## src/acs_pkg.sv

```systemverilog
package acs_pkg;
  // Conversion timing in clock cycles
  localparam int unsigned CONV_CYCLES   = 32;
  localparam int unsigned SAMPLE_CYCLES = 12;
  localparam logic [4:0]  CNT_LAST      = 5'h1f;
  localparam logic [4:0]  SAMPLE_LAST   = 5'h0b;
  // Result width and extremes
  localparam int unsigned RES_W         = 8;
  localparam logic [7:0]  RES_ZERO      = 8'h00;
  localparam logic [7:0]  RES_FULL      = 8'hff;
  localparam int unsigned NUM_SLOTS     = 4;
  // Reset values
  localparam logic [1:0]  SLOT_RST      = 2'h0;
  localparam logic [4:0]  CNT_RST       = 5'h00;
  localparam logic [2:0]  CHAN_RST      = 3'h0;

  // Sequencer states, Gray coded along idle -> sample -> approx
  typedef enum logic [1:0] {
    ACS_IDLE   = 2'b00,
    ACS_SAMPLE = 2'b01,
    ACS_APPROX = 2'b11
  } acs_state_t;
endpackage

```

## src/acs_seq.sv

```systemverilog
`timescale 1ns/100ps
// What this block does
// - Single-channel with continuous select clear converts one channel four times into slots 1..4.
// - With continuous select clear, activity stops after the fourth conversion until a new command.
// - Single-channel with continuous select set keeps converting, wrapping into slot 1 again.
// - Group mode with continuous select clear converts each of four channels once into slots 1..4.
// - Group mode with continuous select set keeps cycling the group, overwriting slots in order.
// - Each conversion takes 32 clock cycles from start to stored result.
// - The sampling phase at the start of each conversion lasts 12 clock cycles.
// - Results are 8 bits, low reference reads 00 and high reference reads ff.
module acs_seq
  import acs_pkg::*;
(
  input  wire logic             i_clk,
  input  wire logic             i_resetn,
  input  wire logic             i_ce,
  input  wire logic             i_cmd_write,
  input  wire logic             i_scan,
  input  wire logic             i_group_conversion_select,
  input  wire logic [2:0]       i_channel,
  input  wire logic             i_sar_bit,
  output logic                  o_sample,
  output logic                  o_busy,
  output logic [2:0]            o_mux_channel,
  output logic                  o_sar_valid,
  output logic [RES_W-1:0]      o_sar_trial,
  output logic [RES_W-1:0]      o_result_slot_1,
  output logic [RES_W-1:0]      o_result_slot_2,
  output logic [RES_W-1:0]      o_result_slot_3,
  output logic [RES_W-1:0]      o_result_slot_4
);

  acs_state_t       state;
  acs_state_t       next_state;
  logic [4:0]       cnt;
  logic [4:0]       next_cnt;
  logic [1:0]       slot;
  logic [1:0]       next_slot;
  logic             scan;
  logic             next_scan;
  logic             grp;
  logic             next_grp;
  logic [2:0]       chan;
  logic [2:0]       next_chan;
  logic [RES_W-1:0] sar;
  logic [RES_W-1:0] next_sar;
  logic [RES_W-1:0] slots      [NUM_SLOTS];
  logic [RES_W-1:0] next_slots [NUM_SLOTS];

  // Trial bit position for an approximation cycle
  function automatic logic [2:0] sar_pos(input logic [4:0] c);
    logic [4:0] d;
    d = c - SAMPLE_LAST - 5'h01;
    return 3'h7 - d[2:0];
  endfunction

  // Channel on the mux: group base plus slot, or the single channel
  function automatic logic [2:0] mux_of(input logic g, input logic [2:0] ch,
                                         input logic [1:0] s);
    return g ? {ch[2], s} : ch;
  endfunction

  // SAR bits: approximation spans counts 12..19, the rest settles the result
  function automatic logic sar_active(input logic [4:0] c);
    return (c > SAMPLE_LAST) && (c <= SAMPLE_LAST + 5'h08);
  endfunction

  // Next-state logic
  always_comb begin
    next_state = state;
    next_cnt   = cnt;
    next_slot  = slot;
    next_scan  = scan;
    next_grp   = grp;
    next_chan  = chan;
    next_sar   = sar;
    for (int i = 0; i < NUM_SLOTS; i++) begin
      next_slots[i] = slots[i];
    end
    if (i_cmd_write) begin
      next_state = ACS_SAMPLE;
      next_cnt   = CNT_RST;
      next_slot  = SLOT_RST;
      next_scan  = i_scan;
      next_grp   = i_group_conversion_select;
      next_chan  = i_channel;
      next_sar   = RES_ZERO;
    end else begin
      case (state)
        ACS_IDLE: begin
          next_cnt = CNT_RST;
        end
        ACS_SAMPLE: begin
          next_cnt = cnt + 5'h01;
          if (cnt == SAMPLE_LAST) begin
            next_state = ACS_APPROX;
            next_sar   = 8'h80;
          end
        end
        ACS_APPROX: begin
          next_cnt = cnt + 5'h01;
          if (sar_active(cnt)) begin
            next_sar[sar_pos(cnt)] = i_sar_bit;
            if (sar_pos(cnt) != 3'h0) begin
              next_sar[sar_pos(cnt) - 3'h1] = 1'b1;
            end
          end
          if (cnt == CNT_LAST) begin
            next_slots[slot] = sar;
            next_slot        = slot + 2'h1;
            next_cnt         = CNT_RST;
            next_sar         = RES_ZERO;
            if (slot == 2'h3 && !scan) begin
              next_state = ACS_IDLE;
            end else begin
              next_state = ACS_SAMPLE;
            end
          end
        end
        default: begin
          next_state = ACS_IDLE;
          next_cnt   = CNT_RST;
        end
      endcase
    end
  end

  // State registers, frozen while clock enable is low
  always_ff @(posedge i_clk or negedge i_resetn) begin
    if (!i_resetn) begin
      state <= ACS_IDLE;
      cnt   <= CNT_RST;
      slot  <= SLOT_RST;
      scan  <= 1'b0;
      grp   <= 1'b0;
      chan  <= CHAN_RST;
      sar   <= RES_ZERO;
      for (int i = 0; i < NUM_SLOTS; i++) begin
        slots[i] <= RES_ZERO;
      end
    end else if (i_ce) begin
      state <= next_state;
      cnt   <= next_cnt;
      slot  <= next_slot;
      scan  <= next_scan;
      grp   <= next_grp;
      chan  <= next_chan;
      sar   <= next_sar;
      for (int i = 0; i < NUM_SLOTS; i++) begin
        slots[i] <= next_slots[i];
      end
    end
  end

  // Outputs to the analog core and the processor
  assign o_sample        = (state == ACS_SAMPLE);
  assign o_busy          = (state != ACS_IDLE);
  assign o_mux_channel   = mux_of(grp, chan, slot);
  assign o_sar_valid     = (state == ACS_APPROX) && sar_active(cnt);
  assign o_sar_trial     = sar;
  assign o_result_slot_1 = slots[0];
  assign o_result_slot_2 = slots[1];
  assign o_result_slot_3 = slots[2];
  assign o_result_slot_4 = slots[3];

  a_sample_len: assert property (@(posedge i_clk) disable iff (!i_resetn)
    $rose(o_sample) && i_ce && !i_cmd_write |-> o_sample [*8])
    else $error("sample phase ended early");

  a_sample_span: assert property (@(posedge i_clk) disable iff (!i_resetn)
    o_busy |-> (o_sample == (cnt <= SAMPLE_LAST)))
    else $error("sample phase outside its count window");

  // count steps by one through all 32 cycles of a conversion
  a_conv_len: assert property (@(posedge i_clk) disable iff (!i_resetn)
    i_ce && !i_cmd_write && o_busy && (cnt != CNT_LAST) |=>
    o_busy && (cnt == $past(cnt) + 5'h01))
    else $error("conversion count skipped or stopped");

  // halted stays halted without a command
  a_halt_hold: assert property (@(posedge i_clk) disable iff (!i_resetn)
    (state == ACS_IDLE) && !i_cmd_write |=> (state == ACS_IDLE))
    else $error("left idle without a command");

  a_halt_last: assert property (@(posedge i_clk) disable iff (!i_resetn)
    i_ce && !i_cmd_write && (state == ACS_APPROX) && (cnt == CNT_LAST) && (slot == 2'h3)
    && !scan |=> (state == ACS_IDLE))
    else $error("one-shot did not halt after slot 4");

  a_scan_wrap: assert property (@(posedge i_clk) disable iff (!i_resetn)
    i_ce && !i_cmd_write && (state == ACS_APPROX) && (cnt == CNT_LAST) && (slot == 2'h3)
    && scan |=> (state == ACS_SAMPLE) && (slot == 2'h0))
    else $error("scan did not wrap to slot 1");

  // stored result lands in slot 2 when slot 2 is current
  a_slot_store: assert property (@(posedge i_clk) disable iff (!i_resetn)
    i_ce && !i_cmd_write && (state == ACS_APPROX) && (cnt == CNT_LAST) && (slot == 2'h1)
    |=> o_result_slot_2 == $past(sar))
    else $error("result not stored in slot 2");

  a_group_mux: assert property (@(posedge i_clk) disable iff (!i_resetn)
    grp && o_busy |-> o_mux_channel[1:0] == slot)
    else $error("group mux does not follow slot");

  // mux channel held for a whole conversion
  a_mux_hold: assert property (@(posedge i_clk) disable iff (!i_resetn)
    i_ce && !i_cmd_write && o_busy && (cnt != CNT_LAST) |=> $stable(o_mux_channel))
    else $error("mux channel changed mid conversion");

  a_cmd_restart: assert property (@(posedge i_clk) disable iff (!i_resetn)
    i_cmd_write && i_ce |=> (slot == 2'h0) && o_sample && (cnt == CNT_RST))
    else $error("command did not restart at slot 1");

  // eight trial cycles per conversion
  // A command inside the window restarts the conversion, so it ends the check
  a_sar_window: assert property (@(posedge i_clk) disable iff (!i_resetn || i_cmd_write)
    o_sar_valid && (cnt == SAMPLE_LAST + 5'h01) && i_ce && !i_cmd_write
    |=> o_sar_valid [*7])
    else $error("trial window shorter than eight cycles");

endmodule

```

## config.mk

```make
export PLATFORM = sky130hd
export DESIGN_NAME = acs_seq
export DESIGN_NICKNAME = d
export VERILOG_FILES = /design/src/acs_pkg.sv /design/src/acs_seq.sv
export SDC_FILE = /design/constraint.sdc
export NUM_CORES = 1
export LEC_CHECK = 0
export BUFFER_PORTS_ARGS = -buffer_cell sky130_fd_sc_hd__buf_2
export CAP_MARGIN = 20
export CORE_ASPECT_RATIO = 1.5
export CORE_MARGIN = 4
export CORE_UTILIZATION = 30
export DETAILED_ROUTE_END_ITERATION = 8
export GPL_TIMING_DRIVEN = 0
export PLACE_DENSITY = 0.57
export REMOVE_ABC_BUFFERS = 1
export SLEW_MARGIN = 10
export SYNTH_ARGS = -nofsm -noshare
export SYNTH_HDL_FRONTEND = slang
export SYNTH_SLANG_ARGS = --single-unit
```

## constraint.sdc

```tcl
create_clock -name i_clk -period 2.4 [get_ports i_clk]
set_input_delay 0 -clock i_clk [delete_from_list [all_inputs] [get_ports i_clk]]
set_output_delay 0 -clock i_clk [all_outputs]
set_load 0.1 [all_outputs]
```

==> results_dict.tcl, run 1 <==
set metrics [dict create \
    fin_ws_ns 0.0102 \
    fin_skew_ns 0.00432 \
    path_clk_slew_ns 0.07 \
    rsz0062_at_grt "true" \
    synth_cell_types 50 \
    max_slew_margin_pct 58.3 \
    final.period_utilization_pct 99.6 \
    ios 56 \
    grt_use_total_pct 12.7 \
    worstSkewPairLatency_ns 0.29 \
    hold_ws_ns 0.0524 \
    synth_area_leaders "dfrtp_1 (50%), mux2_1 (14%), ha_1 (3.7%)" \
    drive_gt1_share_pct 34.4 \
    cts_buffers 5 \
    filler_cell_count 847 \
    die-area_mm2 0.0106 \
    routedWlPerCell_um 16.3 \
    status "finished clean" \
    setup.worst_path.end_class "flop" \
    synth-edff-count 0 \
    power.density_mw_per_mm2 656 \
    design.core.area_mm2 0.00878 \
    cts_sinks 54 \
    start_kind "flop" \
    antenna_found_initial 0 \
    yosysWarningCount 0 \
    tightest_slew_ns 0.625 \
    start_util_pct 30.7 \
    synth-main-ff-cell "dfrtp_1" \
    grt_overflow 0 \
    synthCells 222 \
    wl_met2_mm 3.62 \
    cp_top_family "simple AND/OR/NAND/NOR gates" \
    tns_ns 0 \
    synth.most_common_cell "dfrtp_1" \
    cts_tree "yes" \
    port_buffers 55 \
    leakage_nw 1.73 \
    dr.pass1.iters 4 \
    critPathSlowestCell "or4_4" \
    drv_cap 0 \
    cts_htree_levels 2 \
    fmax_mhz 418 \
    nNetsFinal 305 \
    fin_util_pct 38.6 \
    areaGrowthSynthToFinish_pct 25.8 \
    setup_violations 0 \
    yosysSeqAreaShare_pct 50.2 \
    clockBufferDepth 2 \
    diodes 0 \
    maxSlewViolCount 0 \
    path_cells "ha_4, and3_1, ha_2, nand4bb_4, or4_4, and3_4, mux2_4" \
    worstPathMaxFanout 6 \
    grt_pass1_vias 1970 \
    final_antenna_net_count 0 \
    grt_max_degree 30 \
    dpl.hpwl_mm 4.60 \
    yosysTopAreaCell "dfrtp_1" \
    yosys-top-cells-count "dfrtp_1 (54), mux2_1 (33), nand2_1 (14), a31oi_1 (8), ha_1 (8)" \
    p_total_mw 2.22 \
    wirelength_met1_mm 2.42 \
    drt_iter0_drc 119 \
    viasPerCell 5.15 \
    place_congestion 0.855 \
    crit_required_ns 2.58 \
    worstHoldPathType "in2reg" \
    highest_layer "met4" \
    synth_area_mm2 0.00269 \
    grt_pass1_wl_mm 10.5 \
    critPathKind "reg2reg" \
    drt_wl_total_mm 6.48 \
    die-height_um 124 \
    avgSynthCellArea_um2 12.1 \
    cts.root.buffer_cell "clkbuf_16" \
    hold_violations 0 \
    period_minus_slack_ns 2.39 \
    cp.arrival_ns 2.57 \
    drc 0 \
    cp.buffers_inverters 0 \
    slowest_delay_ns 0.55 \
    async_flop_share_pct 100 \
    place_ws_ns -0.718 \
    synth_top_area_share_pct 50.2 \
    met3_length_um 300 \
    ys_ff_latch 54 \
    peakVddDrop_mv 0.390 \
    vias 2050 \
    rows 42 \
    die_w_um 85.3 \
]
where the power goes:
part / total (mW) / internal (mW) / switching, mW
clock network: 0.736 / 0.414 / 0.323
registers: 0.999 / 0.947 / 0.0514
logic: 0.486 / 0.145 / 0.341
kinds of logic (layout without fill, tap and decap cells):
family / Yosys count / in the layout / share of synthesized area (%)
mux: 43 / 43 / 18.0
simple gates: 46 / 46 / 10.2
buf+inv: 20 / 86 / 3.63
fa+ha+maj: 8 / 8 / 3.72
xor+xnor: 1 / 1 / 0.325
flops: 54 / 54 / 50.2
compound gates: 50 / 50 / 13.9
final timing paths:
path                               startpoint                 end  slack [ns]  cells past startpoint
max                                    cnt[1]      o_sar_trial[7]        0.01                      7
min                               i_cmd_write             slot[1]        0.05                      2
max reg2reg                            cnt[1]      o_sar_trial[7]        0.01                      7
min reg2reg                o_result_slot_4[6]  o_result_slot_4[6]        0.49                      1
max in group asynchronous            i_resetn  o_result_slot_1[0]        1.57                      3
min in group asynchronous            i_resetn  o_result_slot_1[2]        0.25                      2
layout make-up:
type / count / area, µm² / area share [%]
inverter: 7 / 26.3 / 0.776
sequential: 54 / 1360 / 40.0
clock inverter: 2 / 12.5 / 0.369
clock buffer: 6 / 139 / 4.10
multi-input combinational: 148 / 1290 / 38.2
timing repair buffer: 71 / 423 / 12.5
tap: 110 / 138 / 4.06
sequential cells by signal (all words and copies together), names as in the netlist:
| name | cells |
|---|---|
| chan | 3 |
| cnt | 5 |
| grp | 1 |
| o_result_slot_1 | 8 |
| o_result_slot_2 | 8 |
| o_result_slot_3 | 8 |
| o_result_slot_4 | 8 |
| o_sar_trial | 8 |
| scan | 1 |
| slot | 2 |
| state | 2 |
routing by layer:
metal	GRT usage, %	vias to the layer above
met5	0	-
met4	5.15	0
met3	2.18	8
li1	-	957
met1	14.5	1032
met2	23.2	53
metrics by stage:
step	area (µm²)	cells
global route	3390	398
finish	3390	398
CTS	3340	393
global placement	3030	374
detailed placement	3050	375
floorplan	2620	209
layout by cell type, fill, tap and decap left out, types with 6 or more instances in the layout:
cell / instances
inv_1: 7
buf_4: 9
a31oi_1: 8
dfrtp_1: 51
buf_2: 55
dlygate4sd3_1: 6
mux2_2: 7
nand2_1: 10
nor2_1: 6
ha_1: 6
mux2_1: 33
worst reg2reg max path: cells and delay by family (launching register included):
family,cells,cell delay [ns]
fa+ha+maj,2,0.36
simple gates,4,1.18
mux,1,0.30
flops,1,0.43
repair_timing:
| item | 4_1_cts | 5_1_grt |
|---|---|---|
| pin swaps | 1 | 3 |
| setup endpoints to repair | 42 | 36 |
| buffers inserted | 4 | 5 |
| cloned | 0 | 0 |
| hold buffers | 6 | 0 |
| hold endpoints to repair | 30 | 0 |
| resized for setup | 12 | 2 |
(Power assumes the default switching activity.)
==> run 2: changes to the inputs <==
- CORE_ASPECT_RATIO: 1.5 -> not set
- PLACE_DENSITY: 0.57 -> not set
==> run 2 against run 1 <==
Against the previous run:
- design area is 0.22% lower
- worst setup slack better by 0.025 ns
- fmax rose by 1.1%
- cell count unchanged
- via count is 1.5% higher
- count of clock-buffer cells in the layout down 1
- sequential share of layout area increased by 0.089 points
- routed wire length down 2.4%
- die area fell by 0.30%
- largest cell class unchanged
- largest power group unchanged
==> results_dict.tcl, run 2 (synthesized netlist as in run 1, its figures left out) <==
set metrics [dict create \
    status "finished clean" \
    power.density_mw_per_mm2 628 \
    pwr-share-seq_pct 46.8 \
    drt_iter0_drc 122 \
    drc 0 \
    grt_max_degree 29 \
    worstHoldPathType "in2reg" \
    start_util_pct 30.9 \
    slowest_delay_ns 0.55 \
    cts_htree_levels 2 \
    drive_gt1_share_pct 35.2 \
    fin_skew_ns 0.0111 \
    cp_top_family "simple AND/OR/NAND/NOR gates" \
    hold_violations 0 \
    grt_pass1_vias 1965 \
    critPathKind "reg2reg" \
    nNetsFinal 307 \
    dr.pass1.iters 4 \
    max_slew_margin_pct 55.0 \
    grt_pass1_wl_mm 9.87 \
    layout_commonest_cell "buf_2" \
    antenna_found_initial 0 \
    leakage_nw 1.73 \
    tightest_slew_ns 0.674 \
    setup.worst_path.end_class "flop" \
    place_congestion 0.825 \
    drv_cap 0 \
    vias 2080 \
    die-area_mm2 0.0106 \
    die-height_um 103 \
    design.core.area_mm2 0.00872 \
    tns_ns 0 \
    filler_cell_count 851 \
    routedWlPerCell_um 15.9 \
    critPathSlowestCell "or4_4" \
    cts_tree "yes" \
    port_buffers 55 \
    path_clk_slew_ns 0.10 \
    crit_required_ns 2.61 \
    hold_ws_ns 0.0141 \
    worstPathMaxFanout 6 \
    dpl.hpwl_mm 4.32 \
    maxSlewViolCount 0 \
    ios 56 \
    final_cell_mix "buf_2 (55), dfrtp_1 (51), mux2_1 (33), buf_4 (11), nand2_1 (10)" \
    start_kind "flop" \
    period_minus_slack_ns 2.36 \
    cts.root.buffer_cell "clkbuf_8" \
    final_antenna_net_count 0 \
    cp.arrival_ns 2.58 \
    place_ws_ns -0.726 \
    path_cells "ha_4, and3_4, ha_4, nand4bb_4, or4_4, and3_4, mux2_4" \
    viasPerCell 5.23 \
    die_w_um 103 \
    cts_sinks 54 \
    grt_use_total_pct 11.9 \
    cts_buffers 5 \
    setup_violations 0 \
    fmax_mhz 423 \
    rows 34 \
    clockBufferDepth 2 \
    grt_overflow 0 \
    rsz0062_at_grt "false" \
    peakVddDrop_mv 0.246 \
    final.period_utilization_pct 98.5 \
    clkPwrFrac_pct 29.9 \
    diodes 0 \
    net-switching-power_uw 709 \
    combinationalPowerShare_pct 23.3 \
    power.internal_mw 1.41 \
    fin_ws_ns 0.0352 \
    drt_wl_total_mm 6.32 \
    swShare_pct 33.4 \
    worstSkewPairLatency_ns 0.32 \
    reg2reg_slack_ns 0.04 \
    areaGrowthSynthToFinish_pct 25.6 \
    cp.buffers_inverters 0 \
]
==> run 2: changes by cell type in the layout (fill, tap and decap cells not counted), sizes merged <==
cell | before | now
buf | 65 | 67
bufinv | 0 | 1
clkbuf | 6 | 5
clkinvlp | 1 | 0
inv | 7 | 8
==> run 2: timing repair <==
item,in CTS,in global routing
endpoints found under the hold margin,32,0
setup buffers,5,6
hold buffers,6,0
pin swaps,1,3
gates resized for setup,11,5
endpoints found under the setup margin,41,36
==> run 2: tightest hold or removal path, cell delays in order <==
cell       delay [ns]
buf_2            0.17
nand2_1          0.08
o2bb2ai_1        0.05
==> run 2: path summary, 6_finish.rpt <==
check	start	endpoint	depth (start not counted)
min in group asynchronous	i_resetn	o_result_slot_1[4]	2
worst min-delay path	i_ce	cnt[4]	3
worst min register to register	o_result_slot_3[4]	o_result_slot_3[4]	1
worst max register to register	cnt[1]	o_sar_trial[7]	7
max in group asynchronous	i_resetn	slot[1]	3
worst max-delay path	cnt[1]	o_sar_trial[7]	7
==> run 2: through the flow <==
stage	area, µm²	util [%]	total power [mW]	std cells
finish	3380	38.8	2.12	398
floorplan	2620	-	1.35	209
CTS	3300	37.9	2.12	392
global route	3380	38.8	2.21	398
global placement	3030	34.7	1.45	372
detailed placement	3050	35.0	1.46	373
==> run 2: routing by layer <==
layer | global-route usage, % | wire length, µm | up-vias
li1 | - | - | 958
met1 | 15.8 | 2970 | 1039
met2 | 19.1 | 2880 | 76
met3 | 2.23 | 399 | 7
met4 | 4.44 | 72 | 0
met5 | 0 | 0 | -
==> run 2: power groups by stage <==
stage,clock (mW),sequential (mW),combinational (mW)
after detailed placement,0,1.03,0.430
after global routing,0.687,1.00,0.523
after CTS,0.655,0.994,0.471
after floorplan,0,1.14,0.208
final,0.635,0.993,0.494
after global placement,0,1.03,0.424
==> run 2: area by class of cell <==
class | count | area [µm²] | share of cell area, %
Sequential cell | 54 | 1360 | 40.1
Multi-Input combinational cell | 148 | 1310 | 38.7
Timing Repair Buffer | 73 | 438 | 13.0
Tap cell | 108 | 135 | 4.00
Clock buffer | 5 | 68.8 | 2.04
Clock inverter | 3 | 47.5 | 1.41
Inverter | 7 | 26.3 | 0.777
==> run 3: changes to the inputs <==
- GPL_TIMING_DRIVEN: 0 -> not set
==> run 3 against run 2 <==
Against the previous run:
- worst setup slack improved by 0.065 ns
- sequential share of layout area is 0.54 points higher
- register-to-register slack improved by 0.06 ns
- sequential cell count is the same
- count of clock-buffer cells in the layout up 1
- sequential power is essentially flat
- largest power group unchanged
- utilization is 0.62 points lower
- fmax up 2.8%
- power is essentially flat
- design area shrank 1.6%
- worst hold slack improved by 0.013 ns
- clock power rose by 3%
==> results_dict.tcl, run 3 (synthesized netlist as in run 1, its figures left out) <==
set metrics [dict create \
    placed_cell_area_mm2 0.00313 \
    die_w_um 103 \
    start_kind "flop" \
    cts.root.buffer_cell "clkbuf_8" \
    viasPerCell 5.06 \
    cts_buffers 5 \
    fin_skew_ns 0.00564 \
    layout_commonest_cell "buf_2" \
    start_util_pct 30.9 \
    rsz0062_at_grt "true" \
    setup_violations 0 \
    setup.worst_path.end_class "flop" \
    dr.pass1.iters 4 \
    path_clk_slew_ns 0.10 \
    period_minus_slack_ns 2.30 \
    die-area_mm2 0.0106 \
    grt_use_met2_pct 19.9 \
    hold_ws_ns 0.0276 \
    die-height_um 103 \
    r2r_cells 7 \
    met1_usage_pct 16.5 \
    design_area_mm2 0.00333 \
    final_cell_mix "buf_2 (55), dfrtp_1 (54), mux2_1 (33), nand2_1 (14), buf_4 (13)" \
    hold_violations 0 \
    drive_gt1_share_pct 31.6 \
    grt-busiest-layer "met2" \
    rr_startpoint "cnt[0]" \
    drt_iter0_drc 166 \
    use_met3_pct 2.23 \
    drt_wl_total_mm 6.20 \
    min_delay_path_depth 2 \
    worstHoldStart "i_cmd_write" \
    cts_htree_levels 2 \
    grt_overflow 0 \
    nNetsFinal 308 \
    ios 56 \
    routedWlPerCell_um 15.5 \
    final.period_utilization_pct 95.8 \
    peakVddDrop_mv 0.258 \
    postCtsSetupBuffers 0 \
    crit_required_ns 2.60 \
    port_buffers 55 \
    status "finished clean" \
    reg2reg_slack_ns 0.1 \
    worstSkewPairLatency_ns 0.30 \
    filler_cell_count 860 \
    worstHoldPathType "in2reg" \
    power.density_mw_per_mm2 638 \
    vias 2019 \
    clockBufferDepth 2 \
    areaGrowthSynthToFinish_pct 23.6 \
    min_to "slot[1]" \
    cp.arrival_ns 2.50 \
    worstPathMaxFanout 6 \
    diodes 0 \
    drc 0 \
    rows 34 \
    place_congestion 0.801 \
    reg2reg_to "o_sar_trial[7]" \
    grt_use_total_pct 12.2 \
    antenna_found_initial 0 \
    grt_pass1_wl_mm 10.0 \
    max_slew_margin_pct 55.4 \
    drv_cap 0 \
    leakage_nw 1.73 \
    cts_sinks 54 \
    maxSlewViolCount 0 \
    tightest_slew_ns 0.669 \
    fmax_mhz 435 \
    design.core.area_mm2 0.00872 \
    grt_pass1_vias 1942 \
    critPathKind "reg2reg" \
    grt_max_degree 55 \
    cts_tree "yes" \
    final_antenna_net_count 0 \
    dpl.hpwl_mm 4.47 \
]
-- run 3: worst max path at each step --
stage / start / cells after the start / slack (ns) / to
final: cnt[0] / 7 / 0.1 / o_sar_trial[7]
after global routing: cnt[1] / 7 / -0.02 / o_result_slot_3[7]
after CTS: cnt[0] / 7 / 0.06 / o_sar_trial[7]
after detailed placement: cnt[0] / 7 / 0.07 / o_sar_trial[7]
after global placement: cnt[0] / 7 / 0.12 / o_sar_trial[7]
after floorplan: cnt[0] / 7 / -0.35 / o_sar_trial[7]
-- run 3: what timing repair did --
item | CTS | global route
hold buffers | 6 | 0
setup endpoints to repair | 0 | 6
resized for setup | 0 | 1
hold endpoints to repair | 59 | 0
-- run 3: worst max-delay path, cell delays in order (launching register included) --
cell	delay, ns
dfrtp_1	0.39
ha_1	0.21
and3_1	0.18
ha_1	0.21
nand4bb_4	0.22
or4_1	0.46
and3_4	0.23
mux2_4	0.29
-- run 3: per-stage QoR --
| step | utilization (%) | worst slack, ns | std cells | setup TNS [ns] | total power, mW |
|---|---|---|---|---|---|
| 2_1_floorplan | - | -0.348 | 209 | -1.95 | 1.35 |
| 3_3_place_gp | 35.9 | 0.124 | 385 | 0 | 1.47 |
| 3_5_place_dp | 35.9 | 0.0721 | 385 | 0 | 1.48 |
| 4_1_cts | 37.9 | 0.0633 | 399 | 0 | 2.15 |
| 5_1_grt | 38.1 | -0.0234 | 399 | -0.192 | 2.23 |
| 6_report | 38.1 | 0.0997 | 399 | 0 | 2.12 |
-- run 3: layout make-up --
cell class	instances	area (µm²)	share of cell area, %
Clock buffer	6	82.6	2.48
Clock inverter	2	38.8	1.17
Inverter	7	26.3	0.790
Multi-Input combinational cell	148	1260	37.8
Sequential cell	54	1350	40.6
Tap cell	108	135	4.06
Timing Repair Buffer	74	433	13.0
-- run 3: report_power, final --
part | total [mW] | switching, mW | internal, mW
Clock | 0.653 | 0.309 | 0.344
Combinational | 0.477 | 0.341 | 0.136
Sequential | 0.990 | 0.0450 | 0.945
Total | 2.12 | 0.695 | 1.42
-- run 3: per-layer routing --
metal	vias to the layer above	part of all wire, %
met5	-	0
met1	986	47
li1	965	-
met4	0	1.7
met3	6	5.2
met2	62	47
